===== src/dbs_map.svh =====
`ifndef DBS_MAP_SVH
`define DBS_MAP_SVH

// ==========================================================
// Widths and depths
`define DBS_DATA_W 32
`define DBS_BASE_W 30
`define DBS_FIFO_DEPTH 16

// ==========================================================
// Outstanding byte counts
`define DBS_CNT_NONE 3'h0
`define DBS_CNT_BYTE 3'h1
`define DBS_CNT_LONG 3'h4

// ==========================================================
// Size output codes {hi, lo}
`define DBS_SIZE_BYTE 2'h1
`define DBS_SIZE_WORD 2'h2
`define DBS_SIZE_TRIPLE 2'h3
`define DBS_SIZE_LONG 2'h0

// ==========================================================
// Byte offsets {hi, lo}
`define DBS_OFS_ALIGNED 2'h0
`define DBS_OFS_HALF 2'h2
`define DBS_OFS_LAST 2'h3

// ==========================================================
// Acknowledge pair codes {hi_n, lo_n}, pins active low
`define DBS_ACK_WAIT 2'h3
`define DBS_ACK_P8 2'h2
`define DBS_ACK_P16 2'h1
`define DBS_ACK_P32 2'h0

`endif


===== src/dbs_pkg.sv =====
package dbs_pkg;

    // ======================================================
    // Operation kinds
    typedef enum logic [1:0] {
        DBS_OP_READ_LONG,
        DBS_OP_WRITE_BYTE,
        DBS_OP_RMW_BYTE
    } dbs_op_e;

    // ======================================================
    // Sequencer states
    typedef enum logic [1:0] {
        DBS_ST_IDLE,
        DBS_ST_CYC,
        DBS_ST_GAP
    } dbs_state_e;

    // ======================================================
    // Operand request
    typedef struct packed {
        dbs_op_e op;
        logic [29:0] base;
        logic [1:0] offset;
        logic [7:0] wdata;
    } dbs_req_s;

    typedef logic [3:0][7:0] dbs_operand_t;

endpackage : dbs_pkg


===== src/dbs_fifo.sv =====
`timescale 1ns/1ps

module dbs_fifo #(
    parameter int WIDTH = 32,
    parameter int DEPTH = 16,
    parameter int AW = $clog2(DEPTH)
) (
    input wire logic clock,
    input wire logic rst_n,
    input wire logic ce,
    input wire logic in_valid,
    output logic in_ready,
    input wire logic [WIDTH-1:0] in_data,
    output logic out_valid,
    input wire logic out_ready,
    output logic [WIDTH-1:0] out_data
);

    logic [WIDTH-1:0] mem_reg [DEPTH];
    logic [AW-1:0] wr_ptr_reg, wr_ptr_next;
    logic [AW-1:0] rd_ptr_reg, rd_ptr_next;
    logic [AW:0] count_reg, count_next;
    logic push, pop;

    // Count is one bit wider than the pointers so full is distinct
    assign in_ready = (count_reg != (AW + 1)'(DEPTH));
    assign out_valid = (count_reg != '0);
    assign out_data = mem_reg[rd_ptr_reg];
    assign push = in_valid && in_ready;
    assign pop = out_valid && out_ready;

    always_comb begin
        wr_ptr_next = wr_ptr_reg;
        rd_ptr_next = rd_ptr_reg;
        count_next = count_reg;
        if (push) begin
            wr_ptr_next = (wr_ptr_reg == AW'(DEPTH - 1)) ? '0
                        : wr_ptr_reg + 1'b1;
        end
        if (pop) begin
            rd_ptr_next = (rd_ptr_reg == AW'(DEPTH - 1)) ? '0
                        : rd_ptr_reg + 1'b1;
        end
        if (push && !pop) begin
            count_next = count_reg + 1'b1;
        end else if (pop && !push) begin
            count_next = count_reg - 1'b1;
        end
    end

    always_ff @(posedge clock) begin
        if (!rst_n) begin
            wr_ptr_reg <= '0;
            rd_ptr_reg <= '0;
            count_reg <= '0;
        end else if (ce) begin
            wr_ptr_reg <= wr_ptr_next;
            rd_ptr_reg <= rd_ptr_next;
            count_reg <= count_next;
            if (push) begin
                mem_reg[wr_ptr_reg] <= in_data;
            end
        end
    end

endmodule : dbs_fifo


===== src/dbs_lane_mux.sv =====
`timescale 1ns/1ps
`include "dbs_map.svh"

// Overview of operation
// - low address outputs carry byte offset
// - upper address holds long word base
// - size shows remaining bytes; width from acks
// - port width re-evaluated on every cycle
// - start only long reads, byte writes/RMW
// - lane routing follows size and offset
// - 16-bit port: 00/00 then 10/10
// - narrow ack latches word, next cycle follows
// - 8-bit port: four cycles, sizes step down
// - writes drive all four lanes
// - any mix of port widths works
// - strobes shareable with companion master
// - size codes 01 byte ... 00 long
// - every operand starts assuming 32-bit port
module dbs_lane_mux #(
    parameter int FIFO_DEPTH = `DBS_FIFO_DEPTH
) (
    input wire logic clock,
    input wire logic rst_n,
    input wire logic ce,
    input wire logic req_valid,
    output logic req_ready,
    input dbs_pkg::dbs_req_s req,
    output logic rd_valid,
    input wire logic rd_ready,
    output logic [31:0] rd_data,
    output logic [29:0] addr_base,
    output logic byte_offset_hi,
    output logic byte_offset_lo,
    output logic xfer_size_hi,
    output logic xfer_size_lo,
    output logic bus_cycle,
    output logic write_cycle,
    output logic rmw_lock,
    output logic bus_oe,
    output logic [31:0] data_out,
    output logic data_oe,
    input wire logic [31:0] data_in,
    input wire logic port_ack_hi_n,
    input wire logic port_ack_lo_n
);

    // ======================================================
    // Pin synchronisers
    logic [1:0] ack_s1_reg, ack_s2_reg;
    logic [31:0] data_s1_reg, data_s2_reg;

    // Data and acks ride the same two stages so they stay aligned
    always_ff @(posedge clock) begin
        if (!rst_n) begin
            ack_s1_reg <= `DBS_ACK_WAIT;
            ack_s2_reg <= `DBS_ACK_WAIT;
            data_s1_reg <= 32'h0;
            data_s2_reg <= 32'h0;
        end else if (ce) begin
            ack_s1_reg <= {port_ack_hi_n, port_ack_lo_n};
            ack_s2_reg <= ack_s1_reg;
            data_s1_reg <= data_in;
            data_s2_reg <= data_s1_reg;
        end
    end

    // ======================================================
    // State
    dbs_pkg::dbs_state_e st_reg, st_next;
    dbs_pkg::dbs_op_e kind_reg, kind_next;
    logic [2:0] cnt_reg, cnt_next;
    logic [1:0] ofs_reg, ofs_next;
    logic [29:0] base_reg, base_next;
    logic [7:0] wbyte_reg, wbyte_next;
    logic wr_reg, wr_next;
    logic rmc_reg, rmc_next;
    logic cyc_reg, cyc_next;
    logic ready_reg, ready_next;
    logic [31:0] dout_reg, dout_next;
    logic doe_reg, doe_next;
    dbs_pkg::dbs_operand_t op_reg, op_next;

    logic is_byte, ack_done, ack32, ack16, push, fifo_in_ready;
    logic op_load;
    logic [7:0] load_byte;
    logic [2:0] acc;
    logic [3:0][7:0] cap;
    logic [3:0] hit;

    assign is_byte = (kind_reg != dbs_pkg::DBS_OP_READ_LONG);
    assign ack32 = (ack_s2_reg == `DBS_ACK_P32);
    assign ack16 = (ack_s2_reg == `DBS_ACK_P16);
    assign ack_done = (st_reg == dbs_pkg::DBS_ST_CYC)
                   && (ack_s2_reg != `DBS_ACK_WAIT);

    // Bytes the reported width can take at this offset
    function automatic logic [2:0] port_bytes(
        input logic [1:0] ack,
        input logic [1:0] ofs
    );
        case (ack)
            `DBS_ACK_P32: port_bytes = 3'h4 - {1'b0, ofs};
            `DBS_ACK_P16: port_bytes = ofs[0] ? 3'h1 : 3'h2;
            `DBS_ACK_P8: port_bytes = 3'h1;
            default: port_bytes = 3'h0;
        endcase
    endfunction : port_bytes

    // Write lane routing; a byte operand is copied everywhere
    function automatic logic [31:0] lane_mux(
        input dbs_pkg::dbs_operand_t op,
        input logic [1:0] ofs,
        input logic [2:0] cnt
    );
        logic [7:0] l1, l2;
        l1 = ofs[1] ? op[3] : op[1];
        l2 = (ofs == `DBS_OFS_LAST) ? op[3] : op[2];
        if (cnt == `DBS_CNT_BYTE) begin
            lane_mux = {4{op[3]}};
        end else begin
            lane_mux = {op[ofs], l1, l2, op[3]};
        end
    endfunction : lane_mux

    always_comb begin
        logic [2:0] pb;
        pb = port_bytes(ack_s2_reg, ofs_reg);
        acc = (pb < cnt_reg) ? pb : cnt_reg;
    end

    // ======================================================
    // Read capture, one slice per operand byte
    for (genvar gi = 0; gi < 4; gi++) begin : g_byte
        localparam logic [1:0] IDX = 2'(gi);
        logic [1:0] ai, lane;
        assign ai = is_byte ? ofs_reg : IDX;
        // Narrow ports live on the upper lanes
        assign lane = ack32 ? ai
                    : ack16 ? {1'b0, ai[0]} : 2'h0;
        assign cap[gi] = data_s2_reg[{~lane, 3'h0} +: 8];
        assign hit[gi] = is_byte ? (IDX == 2'h3)
                       : ({1'b0, IDX} >= {1'b0, ofs_reg})
                       && ({1'b0, IDX} < {1'b0, ofs_reg} + acc);
        assign op_next[gi] = (op_load && IDX == 2'h3) ? load_byte
                           : (ack_done && !wr_reg && hit[gi]) ? cap[gi]
                           : op_reg[gi];
    end

    // ======================================================
    // Sequencer
    always_comb begin
        st_next = st_reg;
        kind_next = kind_reg;
        cnt_next = cnt_reg;
        ofs_next = ofs_reg;
        base_next = base_reg;
        wbyte_next = wbyte_reg;
        wr_next = wr_reg;
        rmc_next = rmc_reg;
        cyc_next = cyc_reg;
        push = 1'b0;
        op_load = 1'b0;
        load_byte = req.wdata;
        case (st_reg)
            dbs_pkg::DBS_ST_IDLE: begin
                if (req_valid && ready_reg) begin
                    base_next = req.base;
                    kind_next = req.op;
                    wbyte_next = req.wdata;
                    cyc_next = 1'b1;
                    st_next = dbs_pkg::DBS_ST_CYC;
                    case (req.op)
                        dbs_pkg::DBS_OP_WRITE_BYTE: begin
                            cnt_next = `DBS_CNT_BYTE;
                            ofs_next = req.offset;
                            wr_next = 1'b1;
                            rmc_next = 1'b0;
                            op_load = 1'b1;
                        end
                        dbs_pkg::DBS_OP_RMW_BYTE: begin
                            cnt_next = `DBS_CNT_BYTE;
                            ofs_next = req.offset;
                            wr_next = 1'b0;
                            rmc_next = 1'b1;
                        end
                        default: begin
                            // Long reads are forced aligned, full size
                            kind_next = dbs_pkg::DBS_OP_READ_LONG;
                            cnt_next = `DBS_CNT_LONG;
                            ofs_next = `DBS_OFS_ALIGNED;
                            wr_next = 1'b0;
                            rmc_next = 1'b0;
                        end
                    endcase
                end
            end
            dbs_pkg::DBS_ST_CYC: begin
                if (ack_done) begin
                    cnt_next = cnt_reg - acc;
                    ofs_next = ofs_reg
                             + (is_byte ? 2'h0 : acc[1:0]);
                    cyc_next = 1'b0;
                    st_next = dbs_pkg::DBS_ST_GAP;
                end
            end
            dbs_pkg::DBS_ST_GAP: begin
                // Next cycle only after the slave drops its acks
                if (ack_s2_reg == `DBS_ACK_WAIT) begin
                    if (cnt_reg != `DBS_CNT_NONE) begin
                        cyc_next = 1'b1;
                        st_next = dbs_pkg::DBS_ST_CYC;
                    end else if (rmc_reg && !wr_reg) begin
                        push = 1'b1;
                        wr_next = 1'b1;
                        cnt_next = `DBS_CNT_BYTE;
                        op_load = 1'b1;
                        load_byte = wbyte_reg;
                        cyc_next = 1'b1;
                        st_next = dbs_pkg::DBS_ST_CYC;
                    end else begin
                        push = !wr_reg;
                        wr_next = 1'b0;
                        rmc_next = 1'b0;
                        st_next = dbs_pkg::DBS_ST_IDLE;
                    end
                end
            end
            default: begin
                st_next = dbs_pkg::DBS_ST_IDLE;
                cyc_next = 1'b0;
            end
        endcase
        // Room was reserved at accept, so a pending push blocks
        ready_next = (st_next == dbs_pkg::DBS_ST_IDLE)
                  && fifo_in_ready && !push;
        dout_next = lane_mux(op_next, ofs_next, cnt_next);
        doe_next = wr_next && cyc_next;
    end

    always_ff @(posedge clock) begin
        if (!rst_n) begin
            st_reg <= dbs_pkg::DBS_ST_IDLE;
            kind_reg <= dbs_pkg::DBS_OP_READ_LONG;
            cnt_reg <= `DBS_CNT_NONE;
            ofs_reg <= `DBS_OFS_ALIGNED;
            base_reg <= 30'h0;
            wbyte_reg <= 8'h00;
            wr_reg <= 1'b0;
            rmc_reg <= 1'b0;
            cyc_reg <= 1'b0;
            ready_reg <= 1'b0;
            dout_reg <= 32'h0;
            doe_reg <= 1'b0;
            op_reg <= '0;
        end else if (ce) begin
            st_reg <= st_next;
            kind_reg <= kind_next;
            cnt_reg <= cnt_next;
            ofs_reg <= ofs_next;
            base_reg <= base_next;
            wbyte_reg <= wbyte_next;
            wr_reg <= wr_next;
            rmc_reg <= rmc_next;
            cyc_reg <= cyc_next;
            ready_reg <= ready_next;
            dout_reg <= dout_next;
            doe_reg <= doe_next;
            op_reg <= op_next;
        end
    end

    // ======================================================
    // Read data buffer
    dbs_fifo #(
        .WIDTH(`DBS_DATA_W),
        .DEPTH(FIFO_DEPTH)
    ) u_fifo (
        .clock(clock),
        .rst_n(rst_n),
        .ce(ce),
        .in_valid(push),
        .in_ready(fifo_in_ready),
        // Registered operand: a same-cycle reload must not leak in
        .in_data(op_reg),
        .out_valid(rd_valid),
        .out_ready(rd_ready),
        .out_data(rd_data)
    );

    // ======================================================
    // Outputs
    assign req_ready = ready_reg;
    assign addr_base = base_reg;
    assign {byte_offset_hi, byte_offset_lo} = ofs_reg;
    assign {xfer_size_hi, xfer_size_lo} = cnt_reg[1:0];
    assign bus_cycle = cyc_reg;
    assign write_cycle = wr_reg;
    assign rmw_lock = rmc_reg;
    // Released when idle so strobes can be shared
    assign bus_oe = (st_reg != dbs_pkg::DBS_ST_IDLE);
    assign data_out = dout_reg;
    assign data_oe = doe_reg;
endmodule : dbs_lane_mux


===== config.mk =====
export PLATFORM = sky130hd
export DESIGN_NAME = dbs_lane_mux
export DESIGN_NICKNAME = d
export VERILOG_FILES = /design/src/dbs_pkg.sv /design/src/dbs_fifo.sv /design/src/dbs_lane_mux.sv
export VERILOG_INCLUDE_DIRS = /design/src
export SDC_FILE = /design/constraint.sdc
export NUM_CORES = 1
export LEC_CHECK = 0
export ABC_AREA = 1
export BUFFER_PORTS_ARGS = -buffer_cell sky130_fd_sc_hd__buf_2
export CAP_MARGIN = 20
export CORE_MARGIN = 8
export CORE_UTILIZATION = 45
export CTS_CLUSTER_DIAMETER = 60
export DETAILED_ROUTE_END_ITERATION = 12
export MAX_ROUTING_LAYER = met4
export SYNTH_ARGS = -nofsm -noshare
export SYNTH_HDL_FRONTEND = slang
export SYNTH_HIERARCHICAL = 1
export SYNTH_SLANG_ARGS = --single-unit
export TNS_END_PERCENT = 1

===== constraint.sdc =====
create_clock -name clock -period 3.5 [get_ports clock]
set_input_delay 0.35 -clock clock [delete_from_list [all_inputs] [get_ports clock]]
set_output_delay 0.35 -clock clock [all_outputs]
set_load 0.02 [all_outputs]

==> impl_metrics.csv, run 1 <==
group,metric,value,unit
pwr,finalPower,0.01948,W
sta,fmax,285.6,MHz
sta,setup_viol,1,
routing,wl_per_cell,18.56,um
routing,final_antenna_net_count,0,
logic_synthesis,avgSynthCellArea,9.346,um^2
critical_path,crit_path_max_fanout,8,
cts,tritoncts,"yes",
routing,first_pass_iters,5,
critical_path,r2r_start,"ofs_reg[1]",
global_route,grt_pass1_vias,22053,
logic_synthesis,yosys.cell_types.count,50,
logic_synthesis,netlist_area,31170,um^2
run_status,violations,"negative setup slack",
critical_path,cp_data_required_time,3980,ps
final_layout,largest_register_ffs,512,
routing,vias_per_cell,5.071,
sta,setup_ws,-0.8868,ps
pwr,p_int,0.01434,W
floorplan,io_pins,186,
sta,finalSetupTns,-0.8868,ps
sta,timing.final.crit_period,3501,ps
pwr,p_seq_share,47.7,%
pwr,power.leakage,15.46,nW
routing,drcViolationCount,0,
routing,route.vias.total,23282,
pwr,peakVddDrop,0.3565,mV
cts,htreeDepth,3,
pwr,power.density,530.0,nW/um^2
routing,drt_iter0_markers,1767,
pwr,switching_share,26.35,%
logic_synthesis,synth_edf_count,512,
critical_path,rrSetupSlack,-0.9,ps
logic_synthesis,yosys_warnings,6,
cts,cts_buffers,74,
critical_path,r2r_cells,26,
floorplan,die_y,279.2,um
cts,cts_sinks,705,
cts,clkTransAtPathRegs,60,ps
run_status,status,"complete, but fails checks",
final_layout,finalInstanceArea,36750,um^2
critical_path,cp.arrival,3980,ps
final_layout,num-nets-final,3711,
placement,io_buffer_count,185,
pwr,switchingPower,0.005132,W
logic_synthesis,ys.flop_type,"edfxtp_1",
final_layout,layout_commonest_cell,"nand2_1",
worst_hold_path,hp-class,"input port to register",
pwr,p_comb_share,13.7,%
critical_path,critPathLaunchType,"register",
global_route,antenna_found_initial,5,
sta,slew_viol_final,0,
final_layout,drive_gt1_share,14.95,%
placement,placed_cell_area,33620,um^2
placement,gp_congestion,0.9344,
logic_synthesis,ys_seq_area_share,61.72,%
placement,dpl_worst_slack,-245.2,ps
floorplan,start_util,45.44,%
pwr,pwr-share-clk,38.6,%
critical_path,crit_end,"data_out[14]",
global_route,grt_pass1_wl,131100,um
run,max-cap-violations,0,
placement,dp_hpwl,50770,um
logic_synthesis,ys_ff_latch,705,
logic_synthesis,synthesis.nets,3442,
sta,finClkSkew,24.76,ps
logic_synthesis,ys_async_sr_fraction,0,%
cts,cts.path.max_buffers,3,
floorplan,die_width,279.2,um
sta,hold_violations,0,
floorplan,fp-row-count,96,
critical_path,critPathKind,"register to register",
routing,drt-total-wl,85220,um
sta,worst_pin_slew,870.9,ps
logic_synthesis,syn-instance-count,3335,
cts,cts_root_buffer,"clkbuf_16",
sta,rsz0062_at_grt,"true",
final_layout,syn2layout_area_growth,17.91,%
critical_path,endpoint_kind,"register",
cts,insertion_delay,620,ps
floorplan,dieArea,77940,um^2
final_layout,nFillCells,6172,
sta,fin_crit_sh,100.0,%
floorplan,fp.coreArea,68590,um^2
global_route,track_usage,22.14,%
global_route,grt-ovfl-total,0,
global_route,grt_start_max_net_pins,165,
critical_path,worst_r2r_endpoint,"data_out[14]",
sta,maxSlewHeadroom,41.94,%
critical_path,crit_start,"ofs_reg[1]",
final_layout,final_cell_mix,"835 x nand2_1, 512 x edfxtp_1, 363 x nor2_1",
[area by class of cell]
class | instances | area [um^2] | share of cell area (%)
timing repair buffer | 378 | 2836 | 7.718
sequential | 705 | 19260 | 52.40
inverter | 343 | 1309 | 3.561
clock inverter | 29 | 215.2 | 0.5856
antenna | 2 | 5.005 | 0.01362
multi-input combinational | 2102 | 9876 | 26.87
tap | 931 | 1165 | 3.170
clock buffer | 101 | 2090 | 5.685
[synthesized netlist by cell type, types with 20 or more instances]
| cell | count | share of area [%] |
|---|---|---|
| ha_1 | 23 | 0.92 |
| buf_4 | 20 | 0.48 |
| a21oi_1 | 89 | 1.4 |
| nand3_1 | 335 | 5.4 |
| buf_2 | 63 | 1.0 |
| edfxtp_1 | 512 | 49 |
| o21ai_0 | 207 | 3.3 |
| nor2_1 | 379 | 4.6 |
| o211ai_1 | 35 | 0.84 |
| clkbuf_1 | 69 | 0.83 |
| dfxtp_1 | 193 | 12 |
| or2_1 | 27 | 0.54 |
| o21ai_1 | 56 | 0.90 |
| or2_2 | 36 | 0.72 |
| inv_1 | 330 | 4.0 |
| buf_6 | 21 | 0.76 |
| nand2_1 | 839 | 10 |
[routing by layer]
| metal | track usage (%) | up-vias | share of wire (%) |
|---|---|---|---|
| met5 | - | - | 0 |
| met1 | 28.78 | 11004 | 44 |
| met4 | 5.067 | 0 | 1.8 |
| li1 | - | 11520 | - |
| met2 | 36.73 | 660 | 49 |
| met3 | 3.181 | 98 | 5.3 |
[cells by family (layout without fill, tap and decap cells)]
group | Yosys count | count (layout) | share of synthesized area (%)
AO/OA/AOI/OAI | 411 | 411 | 7.157
other | 0 | 2 | 0
flip-flops | 705 | 705 | 61.72
buffers and inverters | 530 | 851 | 7.430
XOR/XNOR | 3 | 3 | 0.08432
AND/OR/NAND/NOR | 1660 | 1662 | 22.49
adder cells (fa/ha/maj) | 26 | 26 | 1.116
[worst min-delay path by stage]
stage	startpoint	slack (ps)	depth (start not counted)	to
3_3_place_gp	wbyte_reg[1]	440	2	wbyte_reg[1]
6_report	req[4]	40	3	wbyte_reg[4]
5_1_grt	req[4]	60	3	wbyte_reg[4]
2_1_floorplan	wbyte_reg[0]	420	2	wbyte_reg[0]
3_5_place_dp	wbyte_reg[7]	440	2	wbyte_reg[7]
4_1_cts	req[4]	10	3	wbyte_reg[4]
[per-stage QoR]
step	util (%)	std cells	hold slack, ps
2_1_floorplan	-	3335	424.5
3_3_place_gp	49.03	4388	435.1
3_5_place_dp	49.03	4388	440.4
4_1_cts	53.52	4588	11.90
5_1_grt	53.58	4590	55.40
6_report	53.58	4591	39.79
[critical path, cell delays in order, from the launching register on]
cell,delay (ps)
dfxtp_4,370
inv_6,30
ha_4,210
nand2_1,60
nand2_1,60
ha_1,270
nand2_1,70
inv_1,40
nand2_2,70
nand2_2,60
nand2_1,60
o21a_1,150
ha_1,150
inv_1,50
fa_2,340
xor2_2,150
buf_4,140
a21oi_4,270
inv_4,100
a21oi_2,140
o21ai_1,70
o21ai_1,100
inv_1,110
nand3_2,80
nor2_1,50
nor2_1,130
nor2_1,40
[what timing repair did]
item / CTS / global route
endpoints found under the hold margin: 64 / 0
gates cloned: 3 / 0
setup endpoints to repair: 34 / 42
buffers inserted: 3 / 1
gates resized for setup: 24 / 11
pin swaps: 16 / 4
hold buffers: 64 / 0
[power by group through the flow]
stage | clock network [W] | logic (W) | registers, W
6_report | 0.00751 | 0.00268 | 0.00929
5_1_grt | 0.00800 | 0.00298 | 0.00931
4_1_cts | 0.00766 | 0.00269 | 0.00929
3_5_place_dp | 0 | 0.00258 | 0.00946
3_3_place_gp | 0 | 0.00256 | 0.00946
2_1_floorplan | 0 | 0.00174 | 0.00943
Note: power is estimated with default switching activity, not from simulation.
==> run 2, diff against run 1 <==
--- a/config.mk
+++ b/config.mk
@@ -16,6 +16,5 @@
 export MAX_ROUTING_LAYER = met4
 export SYNTH_ARGS = -nofsm -noshare
 export SYNTH_HDL_FRONTEND = slang
-export SYNTH_HIERARCHICAL = 1
 export SYNTH_SLANG_ARGS = --single-unit
 export TNS_END_PERCENT = 1
==> run 2 against run 1 <==
Worst hold slack better by 7.5 ps. Worst setup slack better by 66 ps. Clock skew is 8.0 ps lower. Via count shrank 9.1%. Power is 3.5% higher. Clock power rose by 5.7%. First-iteration DRC count is 2.5% lower. The flow now finishes without violations. Count of clock-buffer cells in the layout down 8.
==> impl_metrics.csv, run 2 <==
group,metric,value,unit
run_status,status,"finished clean",
floorplan,start_util,45.30,%
routing,drt_iter0_markers,1723,
logic_synthesis,synthMuxAreaShare,4.377,%
sta,setup_viol,0,
final_layout,final_cell_mix,"512 x edfxtp_1, 372 x o21ai_0, 246 x inv_1",
logic_synthesis,syn-instance-count,2701,
logic_synthesis,synth_xor_area_share,0.1473,%
logic_synthesis,synth_area_leaders,"edfxtp_1 52%, dfxtp_1 13%, o21ai_0 6.4%, mux2i_1 4.4%, a21oi_1 4.0%",
global_route,grt_start_max_net_pins,151,
logic_synthesis,avgSynthCellArea,11.01,um^2
final_layout,layout_commonest_cell,"edfxtp_1",
global_route,grt-ovfl-total,0,
floorplan,die_width,273.0,um
floorplan,io_pins,186,
global_route,grt_pass1_wl,124600,um
global_route,track_usage,22.29,%
cts,cts.path.max_buffers,3,
logic_synthesis,synth_top_area_share,51.72,%
pwr,switching_share,26.33,%
logic_synthesis,synth_compound_area_share,15.26,%
logic_synthesis,synth_top_family_by_area,"compound AO/OA/AOI/OAI gates",
pwr,power.leakage,13.45,nW
cts,tritoncts,"yes",
logic_synthesis,yosysMostFrequentCell,"edfxtp_1",
critical_path,cp_slowest_cell,"dfxtp_4",
logic_synthesis,yosys.area.top_type,"edfxtp_1",
sta,timing.final.crit_period,3435,ps
pwr,p_comb_share,14.2,%
final_layout,drive_gt1_share,17.61,%
floorplan,die_y,273.0,um
routing,final_antenna_net_count,0,
worst_hold_path,hold_path_end,"wbyte_reg[4]",
cts,cts_root_buffer,"clkbuf_16",
logic_synthesis,yosys.cell_types.count,53,
sta,setup_ws,65.14,ps
logic_synthesis,synth_top_cells_by_count,"512 x edfxtp_1, 383 x o21ai_0, 252 x inv_1",
floorplan,fp.coreArea,65630,um^2
placement,io_buffer_count,185,
pwr,p_seq_share,46.5,%
critical_path,worst_r2r_endpoint,"data_out[29]",
cts,insertion_delay,610,ps
logic_synthesis,ys.flop_type,"edfxtp_1",
pwr,power.density,563.5,nW/um^2
sta,worst_pin_slew,914.9,ps
sta,rsz0062_at_grt,"true",
critical_path,rrSetupSlack,70,ps
logic_synthesis,ys_async_sr_fraction,0,%
sta,fmax,291.1,MHz
routing,vias_per_cell,5.425,
pwr,p_int,0.01485,W
critical_path,cp.arrival,3970,ps
placement,placed_cells,3683,
run,max-cap-violations,0,
critical_path,r2r_start,"ofs_reg[0]",
routing,first_pass_iters,5,
logic_synthesis,ys_ff_latch,705,
sta,hold_violations,0,
pwr,peakVddDrop,0.3691,mV
logic_synthesis,yosys_warnings,0,
pwr,switchingPower,0.005306,W
final_layout,stdcell_count,3899,
critical_path,cp_slowest_stage_delay,350,ps
floorplan,fp-row-count,94,
logic_synthesis,ys_seq_area_share,64.72,%
sta,maxSlewHeadroom,38.94,%
final_layout,num-nets-final,3078,
sta,fin_crit_sh,98.14,%
routing,route.vias.total,21153,
final_layout,syn2layout_area_growth,20.31,%
global_route,grt_pass1_vias,20806,
logic_synthesis,synth_edf_count,512,
critical_path,crit_path_max_fanout,6,
critical_path,critPathKind,"register to register",
logic_synthesis,netlist_area,29730,um^2
final_layout,largest_register_ffs,512,
critical_path,crit_top_cell,"nand2_2",
placement,gp_congestion,0.9506,
critical_path,cp_data_required_time,4030,ps
final_layout,finalInstanceArea,35770,um^2
sta,slew_viol_final,0,
sta,finClkSkew,16.74,ps
logic_synthesis,synth-simple-area-share,8.422,%
logic_synthesis,synthesis.nets,2808,
global_route,antenna_found_initial,0,
critical_path,r2r_cells,25,
floorplan,dieArea,74540,um^2
cts,htreeDepth,3,
routing,drt-total-wl,83100,um
critical_path,endpoint_kind,"register",
pwr,pwr-share-clk,39.4,%
worst_hold_path,min_path_cells,3,
placement,placed_cell_area,32270,um^2
routing,wl_per_cell,21.31,um
worst_hold_path,hp-class,"input port to register",
cts,cts_sinks,705,
cts,clkTransAtPathRegs,60,ps
critical_path,crit_start,"ofs_reg[0]",
critical_path,critPathLaunchType,"register",
logic_synthesis,synthAdderAreaFrac,1.170,%
placement,dpl_worst_slack,-133.8,ps
cts,cts_buffers,76,
final_layout,nFillCells,5628,
worst_hold_path,min_from,"req[4]",
routing,drcViolationCount,0,
placement,dp_hpwl,48310,um
-- run 2: how the worst max path moves through the flow --
| stage | slack, ps | endpoint | cells after the start |
|---|---|---|---|
| 2_1_floorplan | -30 | data_out[28] | 26 |
| 3_3_place_gp | -130 | data_out[27] | 23 |
| 3_5_place_dp | -130 | data_out[27] | 23 |
| 4_1_cts | -2 | data_out[24] | 27 |
| 5_1_grt | -160 | data_out[8] | 25 |
| 6_report | 70 | data_out[29] | 25 |
-- run 2: cell families after synthesis --
kind of cell,Yosys count
and+or+nand+nor,582
AOI/OAI and AO/OA,812
muxes,130
DFF,705
xor gates and xnor gates,5
adders and majority gates,26
buffers and inverters,441
-- run 2: timing repair --
| action | in CTS | in global routing |
|---|---|---|
| pin swaps | 17 | 13 |
| endpoints found under the hold margin | 64 | 0 |
| gates cloned | 1 | 0 |
| hold buffers | 64 | 0 |
| setup endpoints to repair | 28 | 56 |
| resized for setup | 22 | 44 |
| setup buffers | 9 | 0 |
-- run 2: critical path: cells and delay by family (launching register included) --
family | cells | cell delay [ps]
adders and majority gates | 4 | 970
AOI/OAI and AO/OA | 5 | 730
and+or+nand+nor | 9 | 660
buffers and inverters | 6 | 470
DFF | 1 | 350
xor gates and xnor gates | 1 | 190
-- run 2: through the flow --
stage | hold slack, ps | setup TNS [ps] | util (%) | total power [W]
4_1_cts | 24.40 | -1.573 | 54.23 | 0.02030
3_5_place_dp | 442.9 | -1078 | 49.18 | 0.01228
5_1_grt | 64.58 | -3630 | 54.49 | 0.02098
6_report | 47.31 | 0 | 54.50 | 0.02016
2_1_floorplan | 424.5 | -101.9 | - | 0.01133
3_3_place_gp | 434.5 | -457.7 | 49.18 | 0.01222
-- run 2: layout make-up --
cell class                      instances  area, um^2  area share (%)
Timing Repair Buffer                  367        2839           7.938
Clock inverter                         47       424.2           1.186
Antenna cell                            2       5.005         0.01399
Multi-Input combinational cell       1555        9082           25.39
Sequential cell                       705       19250           53.83
Clock buffer                           93        2069           5.786
Tap cell                              864        1081           3.023
Inverter                              266        1012           2.830
-- run 2: power groups by stage --
stage	logic (W)	registers (W)	clock network [W]
after floorplan	0.00186	0.00947	0
after global placement	0.00269	0.00953	0
after detailed placement	0.00274	0.00953	0
after CTS	0.00283	0.00936	0.00811
after global routing	0.00315	0.00938	0.00845
final	0.00286	0.00936	0.00794
-- run 2: routing by layer --
metal	vias up	global-route usage, %	routed length (um)
met5	-	-	0
met4	0	7.221	2315
met3	130	2.727	3858
met2	583	37.74	41410
met1	10344	27.78	35520
li1	10096	-	-
==> run 3, diff against run 2 <==
==> constraint.sdc (replaced) <==
create_clock -name clock -period 3 [get_ports clock]
set_input_delay 0.3 -clock clock [delete_from_list [all_inputs] [get_ports clock]]
set_output_delay 0.3 -clock clock [all_outputs]
set_load 0.02 [all_outputs]
==> run 3 against run 2 <==
Via count increased by 1.2%. Register-to-register slack got worse by 580 ps. Critical endpoint unchanged. Largest power group unchanged. Die area unchanged. Worst hold slack got worse by 6.0 ps. The flow now finishes with violations (negative setup slack). Cell count increased by 0.54%.
==> impl_metrics.csv, run 3 (synthesized netlist as in run 2, its figures left out) <==
group,metric,value,unit
run_status,status,"complete, but fails checks",
run_status,violations,"negative setup slack",
pwr,power.density,645.2,nW/um^2
worst_hold_path,hp-class,"input port to register",
critical_path,cp_slowest_stage_delay,400,ps
placement,gp_congestion,0.9436,
critical_path,path_buf_inv,7,
pwr,pwr-share-clk,37.7,%
critical_path,cp_slowest_cell,"fa_2",
floorplan,dieArea,74540,um^2
final_layout,drive_gt1_share,18.23,%
final_layout,final_cell_mix,"512 x edfxtp_1, 358 x o21ai_0, 243 x inv_1",
critical_path,crit_top_cell,"nand2_2",
floorplan,die_y,273.0,um
routing,drcViolationCount,0,
final_layout,num-nets-final,3105,
sta,slew_viol_final,0,
placement,io_buffer_count,185,
floorplan,die_width,273.0,um
floorplan,fp-row-count,94,
sta,finClkSkew,23.72,ps
placement,dp_hpwl,49010,um
run,max-cap-violations,0,
floorplan,fp.coreArea,65630,um^2
cts,cts_sinks,705,
final_layout,nFillCells,5626,
global_route,grt_start_max_net_pins,135,
critical_path,cp.arrival,4020,ps
pwr,peakVddDrop,0.4745,mV
routing,first_pass_iters,7,
global_route,grt-ovfl-total,0,
cts,insertion_delay,630,ps
cts,cts_buffers,74,
critical_path,endpoint_kind,"register",
sta,timing.hold.ws,41.27,ps
sta,worst_pin_slew,806.0,ps
final_layout,syn2layout_area_growth,20.80,%
pwr,power.leakage,13.50,nW
floorplan,io_pins,186,
global_route,track_usage,22.32,%
sta,fin_crit_sh,117.1,%
sta,timing.final.crit_period,3512,ps
floorplan,start_util,45.30,%
cts,htreeDepth,3,
routing,route.vias.total,21416,
critical_path,cp_data_required_time,3500,ps
critical_path,critPathKind,"register to register",
routing,vias_per_cell,5.463,
final_layout,final_util,54.72,%
final_layout,largest_register_ffs,512,
pwr,switching_share,26.92,%
sta,maxSlewHeadroom,46.19,%
sta,fmax,284.8,MHz
critical_path,critPathTopFamily,"simple AND/OR/NAND/NOR gates",
final_layout,layout_commonest_cell,"edfxtp_1",
pwr,switchingPower,0.006237,W
sta,hold_violations,0,
critical_path,critPathLaunchType,"register",
sta,setup_viol,56,
critical_path,crit_path_max_fanout,6,
routing,wl_per_cell,21.16,um
sta,rsz0062_at_grt,"true",
cts,cts.path.max_buffers,3,
routing,drt-total-wl,82970,um
cts,clkTransAtPathRegs,60,ps
pwr,p_int,0.01693,W
global_route,grt_pass1_wl,125700,um
pwr,p_comb_share,15.2,%
global_route,grt_pass1_vias,21278,
cts,tritoncts,"yes",
cts,cts_root_buffer,"clkbuf_16",
pwr,p_seq_share,47.2,%
final_layout,diodes,0,
sta,setup_ws,-511.6,ps
global_route,antenna_found_initial,1,
routing,drt_iter0_markers,1714,
routing,final_antenna_net_count,0,
==> run 3: cell types whose count changed in the layout (fill, tap and decap cells not counted), moves of 4 or more <==
cell           previous run  this run
clkbuf_1                 10        21
dlygate4sd3_1            64        71
clkbuf_16                79        75
buf_12                   28        33
buf_4                    88       100
o21ai_0                 372       358
o21ai_1                  26        31
o21ai_2                   7        17
buf_6                     3         7
==> run 3: power by group through the flow <==
stage / logic, W / registers (W) / clock network, W
floorplan: 0.00219 / 0.0110 / 0
global placement: 0.00325 / 0.0111 / 0
detailed placement: 0.00330 / 0.0111 / 0
CTS: 0.00348 / 0.0109 / 0.00890
global route: 0.00387 / 0.0110 / 0.00928
finish: 0.00351 / 0.0109 / 0.00873
==> run 3: area by class of cell <==
cell class                      instances  area (um^2)  area share (%)
Clock buffer                           98         1977           5.505
Clock inverter                         36        306.5          0.8536
Inverter                              266         1020           2.840
Multi-Input combinational cell       1556         9139           25.45
Sequential cell                       705        19260           53.62
Tap cell                              864         1081           3.010
Timing Repair Buffer                  395         3132           8.721
==> run 3: through the flow <==
stage / instance area [um^2] / TNS, ps / power (W) / setup WS [ps] / std cells
floorplan: 29810 / -90860 / 0.01324 / -365.9 / 2701
global placement: 32580 / -22640 / 0.01436 / -588.0 / 3706
detailed placement: 32580 / -23900 / 0.01443 / -600.4 / 3706
CTS: 35730 / -23180 / 0.02331 / -615.3 / 3918
global route: 35910 / -29250 / 0.02410 / -691.4 / 3920
finish: 35910 / -18440 / 0.02317 / -511.6 / 3920
==> run 3: worst paths after layout <==
kind | endpoint | slack (ps) | depth (start not counted) | start
worst min-delay path | wbyte_reg[5] | 40 | 3 | req[5]
worst min register to register | wbyte_reg[6] | 450 | 2 | wbyte_reg[6]
worst max-delay path | data_out[29] | -510 | 25 | ofs_reg[0]
worst max register to register | data_out[29] | -510 | 25 | ofs_reg[0]
==> run 3: timing repair <==
action                                  in CTS  in global routing
pin swaps                                   22                 21
hold endpoints to repair                    71                  0
endpoints found under the setup margin      56                 63
buffers inserted                             6                  2
hold buffers                                71                  0
gates cloned                                 1                  0
resized for setup                           41                 47
==> run 3: worst min-delay path, stage by stage <==
cell and delay [ps]:
buf_2 90, o21ai_0 80, a21oi_1 140
==> run 3: metal layers <==
metal / wire length [um] / vias to the layer above / track usage (%)
met2: 41030 / 588 / 37.53
met3: 4023 / 132 / 2.806
met5: 0 / - / -
met4: 2406 / 0 / 7.332
li1: - / 10150 / -
met1: 35510 / 10546 / 27.97
